File: src/shared/tcc_defines.svh
// Register offsets, field positions, reset values and mode codes for the compare-output block.
// Assumes inclusion by bare name from design, bench and checker files.
`ifndef TCC_DEFINES_SVH
`define TCC_DEFINES_SVH
`define TCC_OFF_CTRL_A      5'h00
`define TCC_OFF_MODE_HI     5'h04
`define TCC_OFF_COUNT       5'h08
`define TCC_OFF_CMP_A       5'h0C
`define TCC_OFF_CMP_B       5'h10
`define TCC_OFF_CAPTURE     5'h14
`define TCC_OFF_STATUS      5'h18
`define TCC_CTRL_RESET      8'h00
`define TCC_BIT_ACT_A_HI    7
`define TCC_BIT_ACT_A_LO    6
`define TCC_BIT_ACT_B_HI    5
`define TCC_BIT_ACT_B_LO    4
`define TCC_BIT_FORCE_A     3
`define TCC_BIT_FORCE_B     2
`define TCC_BIT_WGM_HI      1
`define TCC_BIT_WGM_LO      0
`define TCC_FORCE_MASK      8'h0C
`define TCC_ST_OVF          0
`define TCC_ST_CMPA         1
`define TCC_ST_CMPB         2
`define TCC_MODE_NORMAL     4'h0
`define TCC_MODE_CTC_A      4'h4
`define TCC_MODE_PFC_CAP    4'h8
`define TCC_MODE_PFC_A      4'h9
`define TCC_MODE_PC_CAP     4'hA
`define TCC_MODE_PC_A       4'hB
`define TCC_MODE_CTC_CAP    4'hC
`define TCC_MODE_FAST_CAP   4'hE
`define TCC_MODE_FAST_A     4'hF
`define TCC_TOP_8           16'h00FF
`define TCC_TOP_9           16'h01FF
`define TCC_TOP_10          16'h03FF
`define TCC_TOP_MAX         16'hFFFF
`endif

File: src/shared/tcc_pkg.sv
// Types shared by the compare-output block.
// Assumes tcc_defines.svh is on the include path.
package tcc_pkg;
  // Avalon-MM request from the master.
  typedef struct packed {
    logic [4:0]  address;
    logic        read;
    logic        write;
    logic [31:0] writedata;
  } tcc_req_type;

  // Avalon-MM answer to the master.
  typedef struct packed {
    logic [31:0] readdata;
    logic        waitrequest;
  } tcc_rsp_type;

  // Pin-facing outputs of one channel pair.
  typedef struct packed {
    logic wave_out_a;
    logic wave_out_b;
    logic wave_oe_a;
    logic wave_oe_b;
  } tcc_pin_type;

  // Mode families.
  typedef enum logic [1:0] {
    TCC_FAM_NONPWM = 2'b00,
    TCC_FAM_FAST   = 2'b01,
    TCC_FAM_DUAL   = 2'b10
  } tcc_fam_type;

  // Whole state of the block.
  typedef struct packed {
    logic [7:0]  ctrl_a;
    logic [1:0]  mode_hi;
    logic [15:0] count_value;
    logic        count_down;
    logic [15:0] cmp_a_buf;
    logic [15:0] cmp_b_buf;
    logic [15:0] cmp_a;
    logic [15:0] cmp_b;
    logic [15:0] capture_top;
    logic [2:0]  status;
    logic        wave_a;
    logic        wave_b;
    logic        ack;
    logic [31:0] rdata;
    tcc_pin_type pins;
  } tcc_state_type;
endpackage

File: src/rtl/tcc_timer16.sv
// Compare-output control of one 16-bit timer instance with a minimal counter around it.
// Assumes an Avalon-MM master on core_clk and a one-cycle timer_tick from a prescaler.
// The second timer instance is a second copy of this module in its own bus slot.
// Pins carry the waveform only while their override enables are high; the port
// logic outside keeps the pad otherwise.
`timescale 1ns/10ps
`include "tcc_defines.svh"

// Register map, in byte offsets on the bus; data sits in the low bits of each word.
//   0x00  control A: output actions, force strobes and low mode bits.
//   0x04  upper mode bits, waveform_mode_select[3:2] in bits 1:0.
//   0x08  count_value, readable and writable at any time.
//   0x0C  compare A buffer; reads return the buffer, not the active value.
//   0x10  compare B buffer, handled like compare A.
//   0x14  capture register, used as TOP by modes 8, 10, 12 and 14.
//   0x18  status flags, write one to clear; a set in the same cycle wins.
// Any other offset reads as zero and ignores writes.
//
// Bus timing: every access waits exactly one cycle. The request seen at one edge is
// answered by waitrequest low during the next cycle, and readdata stands with it.
// A master that holds its request past that edge starts a second access.
//
// Hazard: a TOP of zero in a dual-slope mode makes the counter wrap downwards, so
// software must load the TOP source before selecting such a mode.

module tcc_timer16 (
  // Clock and reset.
  input  wire logic          core_clk,
  input  wire logic          sys_rst,
  // Timer enable from the prescaler.
  input  wire logic          timer_tick,
  // Register bus.
  input  wire tcc_pkg::tcc_req_type bus_req,
  output      tcc_pkg::tcc_rsp_type bus_rsp,
  // Waveform pins and their override enables.
  output      tcc_pkg::tcc_pin_type pins,
  // Raw status flags for the interrupt controller outside.
  output      logic [2:0]    flags
);
  import tcc_pkg::*;

  // ----------------------------------------------------------------
  // State
  // ----------------------------------------------------------------
  tcc_state_type st_r;
  tcc_state_type st_nxt;

  logic [3:0]  wgm;
  tcc_fam_type fam;
  logic [15:0] top;
  logic        at_top;
  logic        at_bottom;
  logic        match_a;
  logic        match_b;
  logic        wr;
  logic        rd;
  logic [1:0]  act_a;
  logic [1:0]  act_b;
  logic        conn_a;
  logic        conn_b;
  logic        frc_a;
  logic        frc_b;
  logic        load_buf;
  logic [2:0]  flag_set;
  logic [2:0]  flag_clr;
  logic        dual_up;
  logic [3:0]  frc_wgm;
  logic        frc_nonpwm;
  logic [1:0]  frc_act_a;
  logic [1:0]  frc_act_b;

  // ----------------------------------------------------------------
  // Mode and bus decode
  // ----------------------------------------------------------------
  // Decode of mode, family and TOP.
  always_comb begin
    wgm = {st_r.mode_hi, st_r.ctrl_a[`TCC_BIT_WGM_HI:`TCC_BIT_WGM_LO]};
    act_a = st_r.ctrl_a[`TCC_BIT_ACT_A_HI:`TCC_BIT_ACT_A_LO];
    act_b = st_r.ctrl_a[`TCC_BIT_ACT_B_HI:`TCC_BIT_ACT_B_LO];
    case (wgm)
      `TCC_MODE_NORMAL, `TCC_MODE_CTC_A, `TCC_MODE_CTC_CAP, 4'hD: fam = TCC_FAM_NONPWM;
      4'h5, 4'h6, 4'h7, `TCC_MODE_FAST_CAP, `TCC_MODE_FAST_A: fam = TCC_FAM_FAST;
      default: fam = TCC_FAM_DUAL;  // Modes 1-3 and 8-11; 8 and 9 are frequency correct.
    endcase
    // TOP source per mode; fixed TOPs serve the 8, 9 and 10 bit modes.
    case (wgm)
      4'h1, 4'h5: top = `TCC_TOP_8;
      4'h2, 4'h6: top = `TCC_TOP_9;
      4'h3, 4'h7: top = `TCC_TOP_10;
      `TCC_MODE_CTC_A, `TCC_MODE_PFC_A, `TCC_MODE_PC_A, `TCC_MODE_FAST_A: top = st_r.cmp_a;
      `TCC_MODE_PFC_CAP, `TCC_MODE_PC_CAP, `TCC_MODE_CTC_CAP, `TCC_MODE_FAST_CAP:
        top = st_r.capture_top;
      default: top = `TCC_TOP_MAX;
    endcase
    // Toggle on 01 is channel A only in modes 15 and 9; B never toggles in PWM.
    conn_a = (act_a != 2'b00) &&
             (fam == TCC_FAM_NONPWM || act_a[1] ||
              (fam == TCC_FAM_FAST && wgm == `TCC_MODE_FAST_A) ||
              (fam == TCC_FAM_DUAL &&
               (wgm == `TCC_MODE_PFC_A || wgm == `TCC_MODE_FAST_CAP)));
    conn_b = (act_b != 2'b00) && (fam == TCC_FAM_NONPWM || act_b[1]);
    at_top    = (st_r.count_value == top);
    at_bottom = (st_r.count_value == 16'h0000);
    match_a   = (st_r.count_value == st_r.cmp_a);
    match_b   = (st_r.count_value == st_r.cmp_b);
    wr = bus_req.write && !st_r.ack;
    rd = bus_req.read && !st_r.ack;
    // Force strobes live for the write cycle only and count only outside PWM modes.
    // The strobe is judged against the actions and low mode bits carried by the same write,
    // so one write can select an action and force it at once.
    frc_wgm = {st_r.mode_hi, bus_req.writedata[`TCC_BIT_WGM_HI:`TCC_BIT_WGM_LO]};
    frc_nonpwm = (frc_wgm == `TCC_MODE_NORMAL) || (frc_wgm == `TCC_MODE_CTC_A) ||
                 (frc_wgm == `TCC_MODE_CTC_CAP) || (frc_wgm == 4'hD);
    frc_act_a = bus_req.writedata[`TCC_BIT_ACT_A_HI:`TCC_BIT_ACT_A_LO];
    frc_act_b = bus_req.writedata[`TCC_BIT_ACT_B_HI:`TCC_BIT_ACT_B_LO];
    frc_a = wr && bus_req.address == `TCC_OFF_CTRL_A &&
            bus_req.writedata[`TCC_BIT_FORCE_A] && frc_nonpwm;
    frc_b = wr && bus_req.address == `TCC_OFF_CTRL_A &&
            bus_req.writedata[`TCC_BIT_FORCE_B] && frc_nonpwm;
    dual_up = !st_r.count_down;
  end

  // ----------------------------------------------------------------
  // Next state
  // ----------------------------------------------------------------
  always_comb begin
    st_nxt = st_r;
    flag_set = 3'b000;
    flag_clr = 3'b000;
    load_buf = 1'b0;
    st_nxt.ack = 1'b0;

    // Counting, compare matches and their waveform actions happen only in a tick cycle.
    if (timer_tick) begin
      // Compare flags on match; forced compares never touch them.
      flag_set[`TCC_ST_CMPA] = match_a;
      flag_set[`TCC_ST_CMPB] = match_b;
      case (fam)
        TCC_FAM_FAST: begin
          // Single slope: wrap from TOP to BOTTOM and reload the compares there.
          st_nxt.count_value = at_top ? 16'h0000 : st_r.count_value + 16'h0001;
          load_buf = at_top;
          flag_set[`TCC_ST_OVF] = at_top;
          // Match equal TOP with upper bit set is dropped; TOP action only.
          if (at_top && act_a[1]) begin
            st_nxt.wave_a = !act_a[0];
          end else if (match_a) begin
            st_nxt.wave_a = act_a[1] ? act_a[0] : !st_r.wave_a;
          end
          if (at_top && act_b[1]) begin
            st_nxt.wave_b = !act_b[0];
          end else if (match_b && act_b[1]) begin
            st_nxt.wave_b = act_b[0];
          end
        end
        TCC_FAM_DUAL: begin
          // Count up to TOP, turn, count down to BOTTOM, turn again.
          if (st_r.count_down) begin
            st_nxt.count_value = st_r.count_value - 16'h0001;
            if (st_r.count_value == 16'h0001) begin
              st_nxt.count_down = 1'b0;
            end
          end else begin
            st_nxt.count_value = st_r.count_value + 16'h0001;
            if (st_nxt.count_value == top) begin
              st_nxt.count_down = 1'b1;
            end
          end
          // TOP always turns the count round, even after a TOP change mid-slope.
          if (at_top) begin
            st_nxt.count_value = st_r.count_value - 16'h0001;
            st_nxt.count_down = 1'b1;
          end
          // Frequency-correct modes reload at BOTTOM, phase-correct at TOP.
          if (wgm == `TCC_MODE_PFC_CAP || wgm == `TCC_MODE_PFC_A) begin
            load_buf = at_bottom;
          end else begin
            load_buf = at_top;
          end
          flag_set[`TCC_ST_OVF] = at_bottom;
          if (match_a) begin
            if (act_a[1]) begin
              st_nxt.wave_a = dual_up ? act_a[0] : !act_a[0];
            end else begin
              st_nxt.wave_a = !st_r.wave_a;
            end
          end
          if (match_b && act_b[1]) begin
            st_nxt.wave_b = dual_up ? act_b[0] : !act_b[0];
          end
        end
        default: begin
          // Clear-on-match uses A or capture as TOP; normal wraps at MAX.
          st_nxt.count_value = at_top ? 16'h0000 : st_r.count_value + 16'h0001;
          flag_set[`TCC_ST_OVF] = (st_r.count_value == `TCC_TOP_MAX);
          load_buf = 1'b1;
          if (match_a) begin
            st_nxt.wave_a = act_a[1] ? act_a[0] : !st_r.wave_a;
          end
          if (match_b) begin
            st_nxt.wave_b = act_b[1] ? act_b[0] : !st_r.wave_b;
          end
        end
      endcase
    end

    // Forced compare applies the action written with it, without counter or flag effect.
    // It wins over a tick-driven change of the same output in that cycle.
    if (frc_a) begin
      st_nxt.wave_a = frc_act_a[1] ? frc_act_a[0] : !st_r.wave_a;
    end
    if (frc_b) begin
      st_nxt.wave_b = frc_act_b[1] ? frc_act_b[0] : !st_r.wave_b;
    end

    // Non-PWM compare writes land at once; PWM ones wait for the reload point.
    if (load_buf || fam == TCC_FAM_NONPWM) begin
      st_nxt.cmp_a = st_r.cmp_a_buf;
      st_nxt.cmp_b = st_r.cmp_b_buf;
    end

    // Register writes; force bits are never stored.
    // A write to count_value wins over the tick in the same cycle.
    if (wr) begin
      st_nxt.ack = 1'b1;
      case (bus_req.address)
        `TCC_OFF_CTRL_A:  st_nxt.ctrl_a = bus_req.writedata[7:0] & ~`TCC_FORCE_MASK;
        `TCC_OFF_MODE_HI: st_nxt.mode_hi = bus_req.writedata[1:0];
        `TCC_OFF_COUNT:   st_nxt.count_value = bus_req.writedata[15:0];
        `TCC_OFF_CMP_A:   st_nxt.cmp_a_buf = bus_req.writedata[15:0];
        `TCC_OFF_CMP_B:   st_nxt.cmp_b_buf = bus_req.writedata[15:0];
        `TCC_OFF_CAPTURE: st_nxt.capture_top = bus_req.writedata[15:0];
        `TCC_OFF_STATUS:  flag_clr = bus_req.writedata[2:0];
        default: ;
      endcase
    end

    // Reads; unmapped addresses return zero.
    // Compare reads show the buffer, so software sees what it last wrote.
    if (rd) begin
      st_nxt.ack = 1'b1;
      case (bus_req.address)
        `TCC_OFF_CTRL_A:  st_nxt.rdata = {24'h00_0000, st_r.ctrl_a};
        `TCC_OFF_MODE_HI: st_nxt.rdata = {30'h0000_0000, st_r.mode_hi};
        `TCC_OFF_COUNT:   st_nxt.rdata = {16'h0000, st_r.count_value};
        `TCC_OFF_CMP_A:   st_nxt.rdata = {16'h0000, st_r.cmp_a_buf};
        `TCC_OFF_CMP_B:   st_nxt.rdata = {16'h0000, st_r.cmp_b_buf};
        `TCC_OFF_CAPTURE: st_nxt.rdata = {16'h0000, st_r.capture_top};
        `TCC_OFF_STATUS:  st_nxt.rdata = {29'h0000_0000, st_r.status};
        default:          st_nxt.rdata = 32'h0000_0000;
      endcase
    end

    // Write-one-to-clear; a set in the same cycle wins.
    st_nxt.status = (st_r.status & ~flag_clr) | flag_set;

    // Pin override follows the action field; otherwise port control stays.
    st_nxt.pins.wave_out_a = st_nxt.wave_a;
    st_nxt.pins.wave_out_b = st_nxt.wave_b;
    st_nxt.pins.wave_oe_a  = conn_a;
    st_nxt.pins.wave_oe_b  = conn_b;
  end

  // ----------------------------------------------------------------
  // Registers
  // ----------------------------------------------------------------
  // All state resets to zero, waveforms low, pins released.
  // The reset is synchronous; one edge with sys_rst high is enough.
  always_ff @(posedge core_clk) begin
    if (sys_rst) begin
      st_r <= '0;
    end else begin
      st_r <= st_nxt;
    end
  end

  // ----------------------------------------------------------------
  // Outputs
  // ----------------------------------------------------------------
  // Outputs straight from flip-flops; only waitrequest adds an inverter after the ack register.
  always_comb begin
    bus_rsp.readdata    = st_r.rdata;
    bus_rsp.waitrequest = !st_r.ack;
    pins                = st_r.pins;
    flags               = st_r.status;
  end

endmodule // tcc_timer16

File: config.mk
export PLATFORM = sky130hd
export DESIGN_NAME = tcc_timer16
export DESIGN_NICKNAME = d
export VERILOG_FILES = /design/src/shared/tcc_pkg.sv /design/src/rtl/tcc_timer16.sv
export VERILOG_INCLUDE_DIRS = /design/src /design/src/shared
export SDC_FILE = /design/constraint.sdc
export NUM_CORES = 1
export LEC_CHECK = 0
export BUFFER_PORTS_ARGS = -buffer_cell sky130_fd_sc_hd__buf_2
export CORE_ASPECT_RATIO = 1.2
export CORE_MARGIN = 1
export CORE_UTILIZATION = 62
export DETAILED_ROUTE_END_ITERATION = 7
export PLACE_DENSITY_LB_ADDON = 0.12
export REMOVE_ABC_BUFFERS = 1
export SYNTH_ARGS = -nofsm -noshare
export SYNTH_HDL_FRONTEND = slang
export SYNTH_SLANG_ARGS = --single-unit
File: constraint.sdc
create_clock -name core_clk -period 6 [get_ports core_clk]
set_clock_uncertainty 0.1 [all_clocks]
set_input_delay 1.5 -clock core_clk [delete_from_list [all_inputs] [get_ports core_clk]]
set_output_delay 1.5 -clock core_clk [all_outputs]
set_load 0.01 [all_outputs]
==> results of run 1 <==
==> kinds of logic (layout without fill, tap and decap cells) <==
kind of cell	count (synthesis)	after routing	synth area share [%]
buffers and inverters	148	116	8.96
adders and majority gates	7	7	1.06
AOI/OAI and AO/OA	288	288	22.3
muxes	39	39	4.71
other	1	16	0.0452
xor gates and xnor gates	55	55	5.81
and+or+nand+nor	458	458	26.0
DFF	129	129	31.1
==> sequential cells by signal, summed over array words and instances (netlist names) <==
| name | count |
|---|---|
| act_a | 2 |
| bus_rsp | 16 |
| frc_wgm | 2 |
| pins | 4 |
| flags | 3 |
| act_b | 2 |
| st_r | 100 |
==> placed cells by master (no fill, tap or decap), types with 17 or more instances in the layout <==
cell | netlist | final
nor2_1 | 75 | 75
dfxtp_1 | 129 | 129
inv_1 | 21 | 21
a22oi_1 | 28 | 28
o21ai_0 | 35 | 35
buf_2 | 6 | 48
nand3_1 | 39 | 39
nand4_1 | 17 | 17
xnor2_1 | 48 | 48
clkbuf_16 | 0 | 17
mux2i_1 | 39 | 39
nand2_1 | 213 | 213
nor3_1 | 22 | 21
nand2b_1 | 17 | 17
a21oi_1 | 123 | 122
==> metrics by stage <==
step                cells  hold slack (ns)  instance area (µm²)  utilization, %  total power, µW
detailed placement   1240            0.363                 8250            64.3             1100
CTS                  1272            0.371                 8840            68.9             2120
global placement     1240            0.353                 8250            64.3             1100
global route         1272            0.379                 8840            68.9             2190
floorplan            1015            0.338                 7690               -             1010
finish               1272            0.371                 8840            68.9             2130
==> how the worst min path moves through the flow <==
| stage | start | end | slack [ns] | depth (start not counted) |
|---|---|---|---|---|
| after floorplan | st_r[42] | st_r[42] | 0.34 | 2 |
| after global placement | st_r[42] | st_r[42] | 0.35 | 2 |
| after detailed placement | st_r[112] | st_r[80] | 0.36 | 2 |
| after CTS | st_r[112] | st_r[80] | 0.37 | 2 |
| after global routing | st_r[112] | st_r[80] | 0.38 | 2 |
| final | st_r[111] | st_r[111] | 0.37 | 2 |
==> where the power goes <==
group          switching, µW  internal, µW
clock                    386           656
sequential              23.0           867
combinational            133          63.0
==> critical path, stage by stage, from the launching register on <==
cell and delay [ns]:
dfxtp_1 0.93, nor2b_1 0.26, or3_1 0.43, and3_1 0.20, or4_1 0.53, nor4_1 0.54
a21oi_1 0.37, nor2b_1 0.74, a21oi_1 0.20, o41ai_2 0.28
==> final cells by class <==
class / count / share of cell area, %
tap: 164 / 2.32
inverter: 23 / 0.976
sequential: 129 / 29.2
multi-input combinational: 863 / 57.0
clock inverter: 8 / 1.15
clock buffer: 24 / 5.56
timing repair buffer: 61 / 3.82
==> routing by layer <==
metal / part of all wire (%) / GRT usage, %
met5: 0 / 0
met1: 40 / 49.8
met2: 46 / 58.5
met3: 10 / 7.85
met4: 3.9 / 19.3
==> impl_metrics.ini, run 1 <==
[outcome]
outcome = finished clean

[detailed_routing]
viasPerCell = 6.58
drt_iter0_drc = 1104
wire_per_inst_um = 20.2
routed_wl_mm = 25.8
drcViolationCount = 0
antenna_left = 0
first_pass_iters = 6
vias = 8367

[critical_path]
r2r_start = st_r[142]
timing.rr.end = st_r[124]
crit_end = st_r[124]
critPathKind = reg2reg
reg2regPathDepth = 9
arrival_ns = 4.92
cp_max_fo = 23
r2r_setup_slack_ns = 1.31
worstPathRequired_ns = 6.23
crit_path_start = st_r[142]
startpoint_type = register
end_kind = register

[finish]
fill_cells = 1116
antennaDiodeCount = 0
seq_area_um2 = 2580
area_growth_pct = 6.65
drive_gt1_share_pct = 9.75
nets = 1144
multiInputGateArea_um2 = 5040

[global_route]
antenna_found_initial = 0
grt_usage_pct = 37.8
grt_pass1_wl_mm = 39.9
grt.overflow.total = 0
grt_max_degree = 92
grt_pass1_vias = 7615

[logic_synthesis]
syn_area_um2 = 8290
synth.yosys.seq_area_share_pct = 31.1
ys_async_sr_fraction_pct = 0
yosysMostFrequentCell = nand2_1
synthFlopType = dfxtp_1
netlist_instances = 1125
synthTopCellsByArea = dfxtp_1, nand2_1, a21oi_1, xnor2_1, mux2i_1
synthDistinctLibCells = 82
ys_top_cells_by_count = nand2_1, dfxtp_1, a21oi_1, nor2_1, clkbuf_1
synth.avg_cell_area_um2 = 7.37
yosysTopAreaCell = dfxtp_1
synth_edf_count = 0
synth_top_cell_area_share_pct = 31.1
ys_ff_latch = 129
yosysWarningCount = 0

[pwr]
peakVddDrop_mv = 0.195
powerDensity_nw_per_um2 = 241
leakage_uw = 0.00299

[timing]
setup_ws_ns = 1.31
slew_headroom_pct = 31.3
finalHoldViolations = 0
slew_viol_final = 0
min_period_over_period_pct = 78.2
period_minus_slack_ns = 4.69
setup_viol_count_final = 0
fmax_mhz = 213
fin_setup_tns_ns = 0
rsz0062_at_grt = no
tightest_slew_ns = 1.03

[run]
cap_violations = 0

[floorplan]
pin_count = 82
die_w_um = 108
rows = 45
initial_core_util_pct = 64.6
die_y_um = 129
core_um2 = 12800
dieArea_um2 = 13800

[clock_network]
cts_max_level = 4
hold_buffers = 0
cts_buffers = 17
path_clk_slew_ns = 0.06
cts_resized = 0
cts_tree = done
clk_latency_ns = 0.43
cts-root-buf = clkbuf_16
cts_setup_buffers = 0
cts.sinks = 129
cts_buffer_depth = 2

[placement]
post-place-ws_ns = 1.42
port_buffers = 49
hpwl_mm = 17.6
gp_congestion = 0.944

[min_path]
holdCritPathClass = reg2reg
Power figures use the tool's default switching activity.
==> run 2: changes to the inputs <==
Settings changed: CORE_UTILIZATION 62 to 60.
Clock period 6 ns to 4.6 ns, I/O delays scaled along.
==> run 2 against run 1 <==
Net effect:
- clock power is 36% higher
- non-clock buffer count rose by 5
- count of clock-buffer cells in the layout shrank 6
- total power is 33% higher
- sequential power is 30% higher
- register-to-register slack got worse by 0.78 ns
- hold slack about the same
- die area grew 3.3%
- critical path type unchanged
==> impl_metrics.ini, run 2 (synthesized netlist as in run 1, its figures left out) <==
[finish]
largest-register = st_r
seq_area_um2 = 2580
largest_reg_flops = 100
antennaDiodeCount = 0
final_common_cell = nand2_1
nets = 1149
final_cells = 1281
layout_common_cells = nand2_1, dfxtp_1, a21oi_1, nor2_1
final_area_um2 = 8910
area_growth_pct = 7.50
drive_gt1_share_pct = 10.3
multiInputGateArea_um2 = 5040
fill_cells = 1229

[detailed_routing]
wire_per_inst_um = 20.3
drt_iter0_drc = 962
routed_wl_mm = 26.0
viasPerCell = 6.50
drcViolationCount = 0
antenna_left = 0
vias = 8324
first_pass_iters = 7

[critical_path]
r2r_start = st_r[142]
cp.depth = 12
crit_end = st_r[132]
startpoint_type = register
crit_path_start = st_r[142]
cp_top_family = simple AND/OR/NAND/NOR gates
cp_max_fo = 15
r2r_setup_slack_ns = 0.53
critPathKind = reg2reg
crit_chain = buf_4, nor4b_2, o21ai_0, a21oi_1, or4_1, nor4_1, a21oi_1, buf_4, nor2b_1, buf_4, a31oi_1, a311oi_1
timing.rr.end = st_r[132]
critical_path_buf_inv_count = 3
max_stage_delay_ns = 0.64
reg2regPathDepth = 12
slowest_stage = dfxtp_1
end_kind = register
cp_common_cell = buf_4
worstPathRequired_ns = 4.84
arrival_ns = 4.31

[placement]
port_buffers = 49
hpwl_mm = 18.0
placed_area_um2 = 8310
place_inst = 1249
gp_congestion = 0.989

[global_route]
grt_max_degree = 54
grt.overflow.total = 0
antenna_found_initial = 0
grt_pass1_vias = 7371
grt_usage_pct = 37.1
grt_pass1_wl_mm = 39.7

[clock_network]
cts.sinks = 129
cts-root-buf = clkbuf_16
clk_latency_ns = 0.43
hold_buffers = 0
cts_buffers = 17
cts_buffer_depth = 2
cts_setup_buffers = 0
cts_resized = 0
path_clk_slew_ns = 0.06
cts_tree = done
cts_max_level = 4

[timing]
min_period_over_period_pct = 88.5
hold_slack_ns = 0.371
fmax_mhz = 246
slew_headroom_pct = 27.5
rsz0062_at_grt = no
slew_viol_final = 0
tightest_slew_ns = 1.07
period_minus_slack_ns = 4.07
setup_viol_count_final = 0
finalHoldViolations = 0

[outcome]
outcome = finished clean

[floorplan]
rows = 46
initial_core_util_pct = 62.1
die_w_um = 109
dieArea_um2 = 14300
core_um2 = 13400
die_y_um = 131
pin_count = 82

[run]
cap_violations = 0

[pwr]
leakage_uw = 0.00301
peakVddDrop_mv = 0.314
powerDensity_nw_per_um2 = 317

[min_path]
holdCritPathClass = reg2reg
## run 2: cell types whose count changed in the layout (fill, tap and decap cells not counted), sizes merged
cell / before / now
clkinv: 6 / 5
clkinvlp: 0 / 3
clkbuf: 24 / 18
buf: 61 / 66
inv: 23 / 26
bufinv: 2 / 3
## run 2: worst reg2reg max path, cell delays in order (launching register included)
cell and delay [ns]:
dfxtp_1 0.64, buf_4 0.28, nor4b_2 0.06, o21ai_0 0.40, a21oi_1 0.18, or4_1 0.55
nor4_1 0.54, a21oi_1 0.14, buf_4 0.20, nor2b_1 0.29, buf_4 0.23, a31oi_1 0.09
a311oi_1 0.29
## run 2: through the flow
stage | setup slack, ns | power [µW] | utilization (%) | TNS (ns)
5_1_grt | 0.390 | 2900 | 66.8 | 0
6_report | 0.528 | 2820 | 66.8 | 0
3_3_place_gp | 0.777 | 1430 | 62.2 | 0
3_5_place_dp | 0.684 | 1430 | 62.2 | 0
2_1_floorplan | -0.549 | 1320 | - | -17.56
4_1_cts | 0.669 | 2820 | 66.8 | 0
## run 2: metal layers
metal / vias to the layer above / track usage, % / share of wire (%)
met2: 465 / 57.7 / 45
met1: 3883 / 50.0 / 42
met5: - / 0 / 0
met4: 0 / 16.5 / 3.9
li1: 3893 / - / -
met3: 83 / 6.80 / 8.8
## run 2: power breakdown
part | switching (µW) | leakage, µW | internal (µW)
logic | 173 | 0.00168 | 82.4
registers | 29.4 | 0.00104 | 1130
clock network | 548 | 0.000288 | 859
total | 750 | 0.00301 | 2070
## run 2: how the worst min path moves through the flow
| stage | from | end | slack, ns | cells past startpoint |
|---|---|---|---|---|
| detailed placement | st_r[119] | st_r[119] | 0.36 | 2 |
| finish | st_r[117] | st_r[85] | 0.37 | 2 |
| global placement | st_r[43] | st_r[43] | 0.35 | 2 |
| global route | st_r[108] | st_r[76] | 0.38 | 2 |
| floorplan | st_r[42] | st_r[42] | 0.34 | 2 |
| CTS | st_r[108] | st_r[76] | 0.37 | 2 |
## run 2: cell type report
cell class	count	share of cell area, %
Multi-Input combinational cell	863	56.5
Sequential cell	129	29.0
Clock buffer	18	4.81
Timing Repair Buffer	66	4.35
Tap cell	168	2.36
Clock inverter	14	2.01
Inverter	23	0.969
==> run 3: changes to the inputs <==
Settings changed: CELL_PAD_IN_SITES_DETAIL_PLACEMENT set to 1, CELL_PAD_IN_SITES_GLOBAL_PLACEMENT set to 1, CORE_UTILIZATION 60 to 44.
==> run 3 against run 2 <==
Net effect:
- count of clock-buffer cells in the layout grew 1
- sequential cell count is the same
- non-clock buffer count grew 12
- wire length grew 19%
- sequential power is essentially flat
- final area grew 1.7%
- critical path depth shrank 2
- combinational power grew 5%
- worst setup slack lost 0.063 ns
- core utilization shrank 17 points
- critical endpoint is now st_r[88]
==> impl_metrics.ini, run 3 (synthesized netlist as in run 1, its figures left out) <==
[floorplan]
rows = 54
dieArea_um2 = 19400
die_w_um = 127
pin_count = 82
core_um2 = 18300
initial_core_util_pct = 45.3
die_y_um = 152

[placement]
gp_congestion = 0.918
post-place-ws_ns = 0.575
port_buffers = 49
hpwl_mm = 21.8

[clock_network]
cts_buffer_depth = 2
cts-root-buf = clkbuf_16
cts_buffers = 17
clk_latency_ns = 0.43
cts_max_level = 4
hold_buffers = 0
cts.sinks = 129
cts_resized = 0
path_clk_slew_ns = 0.06
cts_setup_buffers = 0
cts_tree = done

[finish]
antennaDiodeCount = 0
nets = 1161
largest_reg_flops = 100
largest-register = st_r
final_common_cell = nand2_1
drive_gt1_share_pct = 11.2
layout_common_cells = nand2_1, dfxtp_1, a21oi_1, nor2_1
area_growth_pct = 9.34

[critical_path]
crit_chain = nand2_1, and3_1, o311ai_0, a21o_1, or4_4, nor2_4, a211o_1, a21oi_4, buf_4, mux2i_1
slowest_stage = o311ai_0
worstPathRequired_ns = 4.84
end_kind = register
critPathKind = reg2reg
startpoint_type = register
cp_max_fo = 32
arrival_ns = 4.38
max_stage_delay_ns = 0.94

[global_route]
antenna_found_initial = 0
grt_max_degree = 52
grt_usage_pct = 32.9
grt_pass1_wl_mm = 48.8
grt.overflow.total = 0
grt_pass1_vias = 8609

[pwr]
powerDensity_nw_per_um2 = 308
peakVddDrop_mv = 0.244
leakage_uw = 0.00306

[timing]
period_minus_slack_ns = 4.14
hold_slack_ns = 0.372
slew_headroom_pct = 24.1
setup_viol_count_final = 0
setup_ws_ns = 0.465
tightest_slew_ns = 1.12
min_period_over_period_pct = 89.9
slew_viol_final = 0
rsz0062_at_grt = no
fmax_mhz = 242
finalHoldViolations = 0

[detailed_routing]
vias = 8337
drcViolationCount = 0
viasPerCell = 6.06
antenna_left = 0
routed_wl_mm = 30.9
first_pass_iters = 6
wire_per_inst_um = 22.5
drt_iter0_drc = 636

[min_path]
holdCritPathClass = reg2reg

[run]
cap_violations = 0

[outcome]
outcome = finished clean
==> run 3: changes by cell type in the layout (fill, tap and decap cells not counted) <==
cell,previous run,this run
clkinv_2,1,3
buf_12,1,0
clkinvlp_4,3,1
clkinv_4,3,4
clkbuf_8,0,1
bufinv_16,3,2
inv_6,4,2
buf_4,17,30
==> run 3: report_power, final <==
group	internal (µW)	total, µW	switching (µW)
Combinational	83.8	267	183
Clock	812	1370	555
Sequential	1130	1160	30.4
==> run 3: stage by stage <==
stage / std cells / TNS (ns) / instance area [µm²] / utilization [%] / power [µW]
CTS: 1376 / 0 / 9070 / 49.5 / 2800
global placement: 1345 / 0 / 8490 / 46.4 / 1440
global route: 1376 / 0 / 9070 / 49.5 / 2880
detailed placement: 1345 / 0 / 8490 / 46.4 / 1450
finish: 1376 / 0 / 9070 / 49.5 / 2790
floorplan: 1015 / -17.56 / 7690 / - / 1320
==> run 3: path summary, 6_finish.rpt <==
kind         startpoint       end  slack, ns  depth (start not counted)
max          frc_wgm[2]  st_r[88]       0.46                         10
min           st_r[117]  st_r[85]       0.37                          2
max reg2reg  frc_wgm[2]  st_r[88]       0.46                         10
min reg2reg   st_r[117]  st_r[85]       0.37                          2
==> run 3: critical path: cells and delay by family, from the launching register on <==
kind | cells | cell delay (ns)
AO/OA/AOI/OAI | 4 | 1.61
flip-flops | 1 | 0.78
AND/OR/NAND/NOR | 4 | 0.71
buffers and inverters | 1 | 0.49
multiplexers | 1 | 0.29
==> run 3: area by class of cell <==
type                       count  area [µm²]
clock inverter                12         135
timing repair buffer          78         465
tap                          252         315
clock buffer                  19         443
sequential                   129        2580
multi-input combinational    863        5040
inverter                      23        86.3
fill                        2306        9240
==> run 3: routing by layer <==
| metal | vias up | routed length [µm] | global-route usage (%) | share of wire, % |
|---|---|---|---|---|
| li1 | 3893 | - | - | - |
| met1 | 4152 | 13700 | 42.7 | 44 |
| met2 | 234 | 15200 | 54.9 | 49 |
| met3 | 58 | 1220 | 4.67 | 4.0 |
| met4 | 0 | 837 | 12.4 | 2.7 |
| met5 | - | 0 | 0 | 0 |
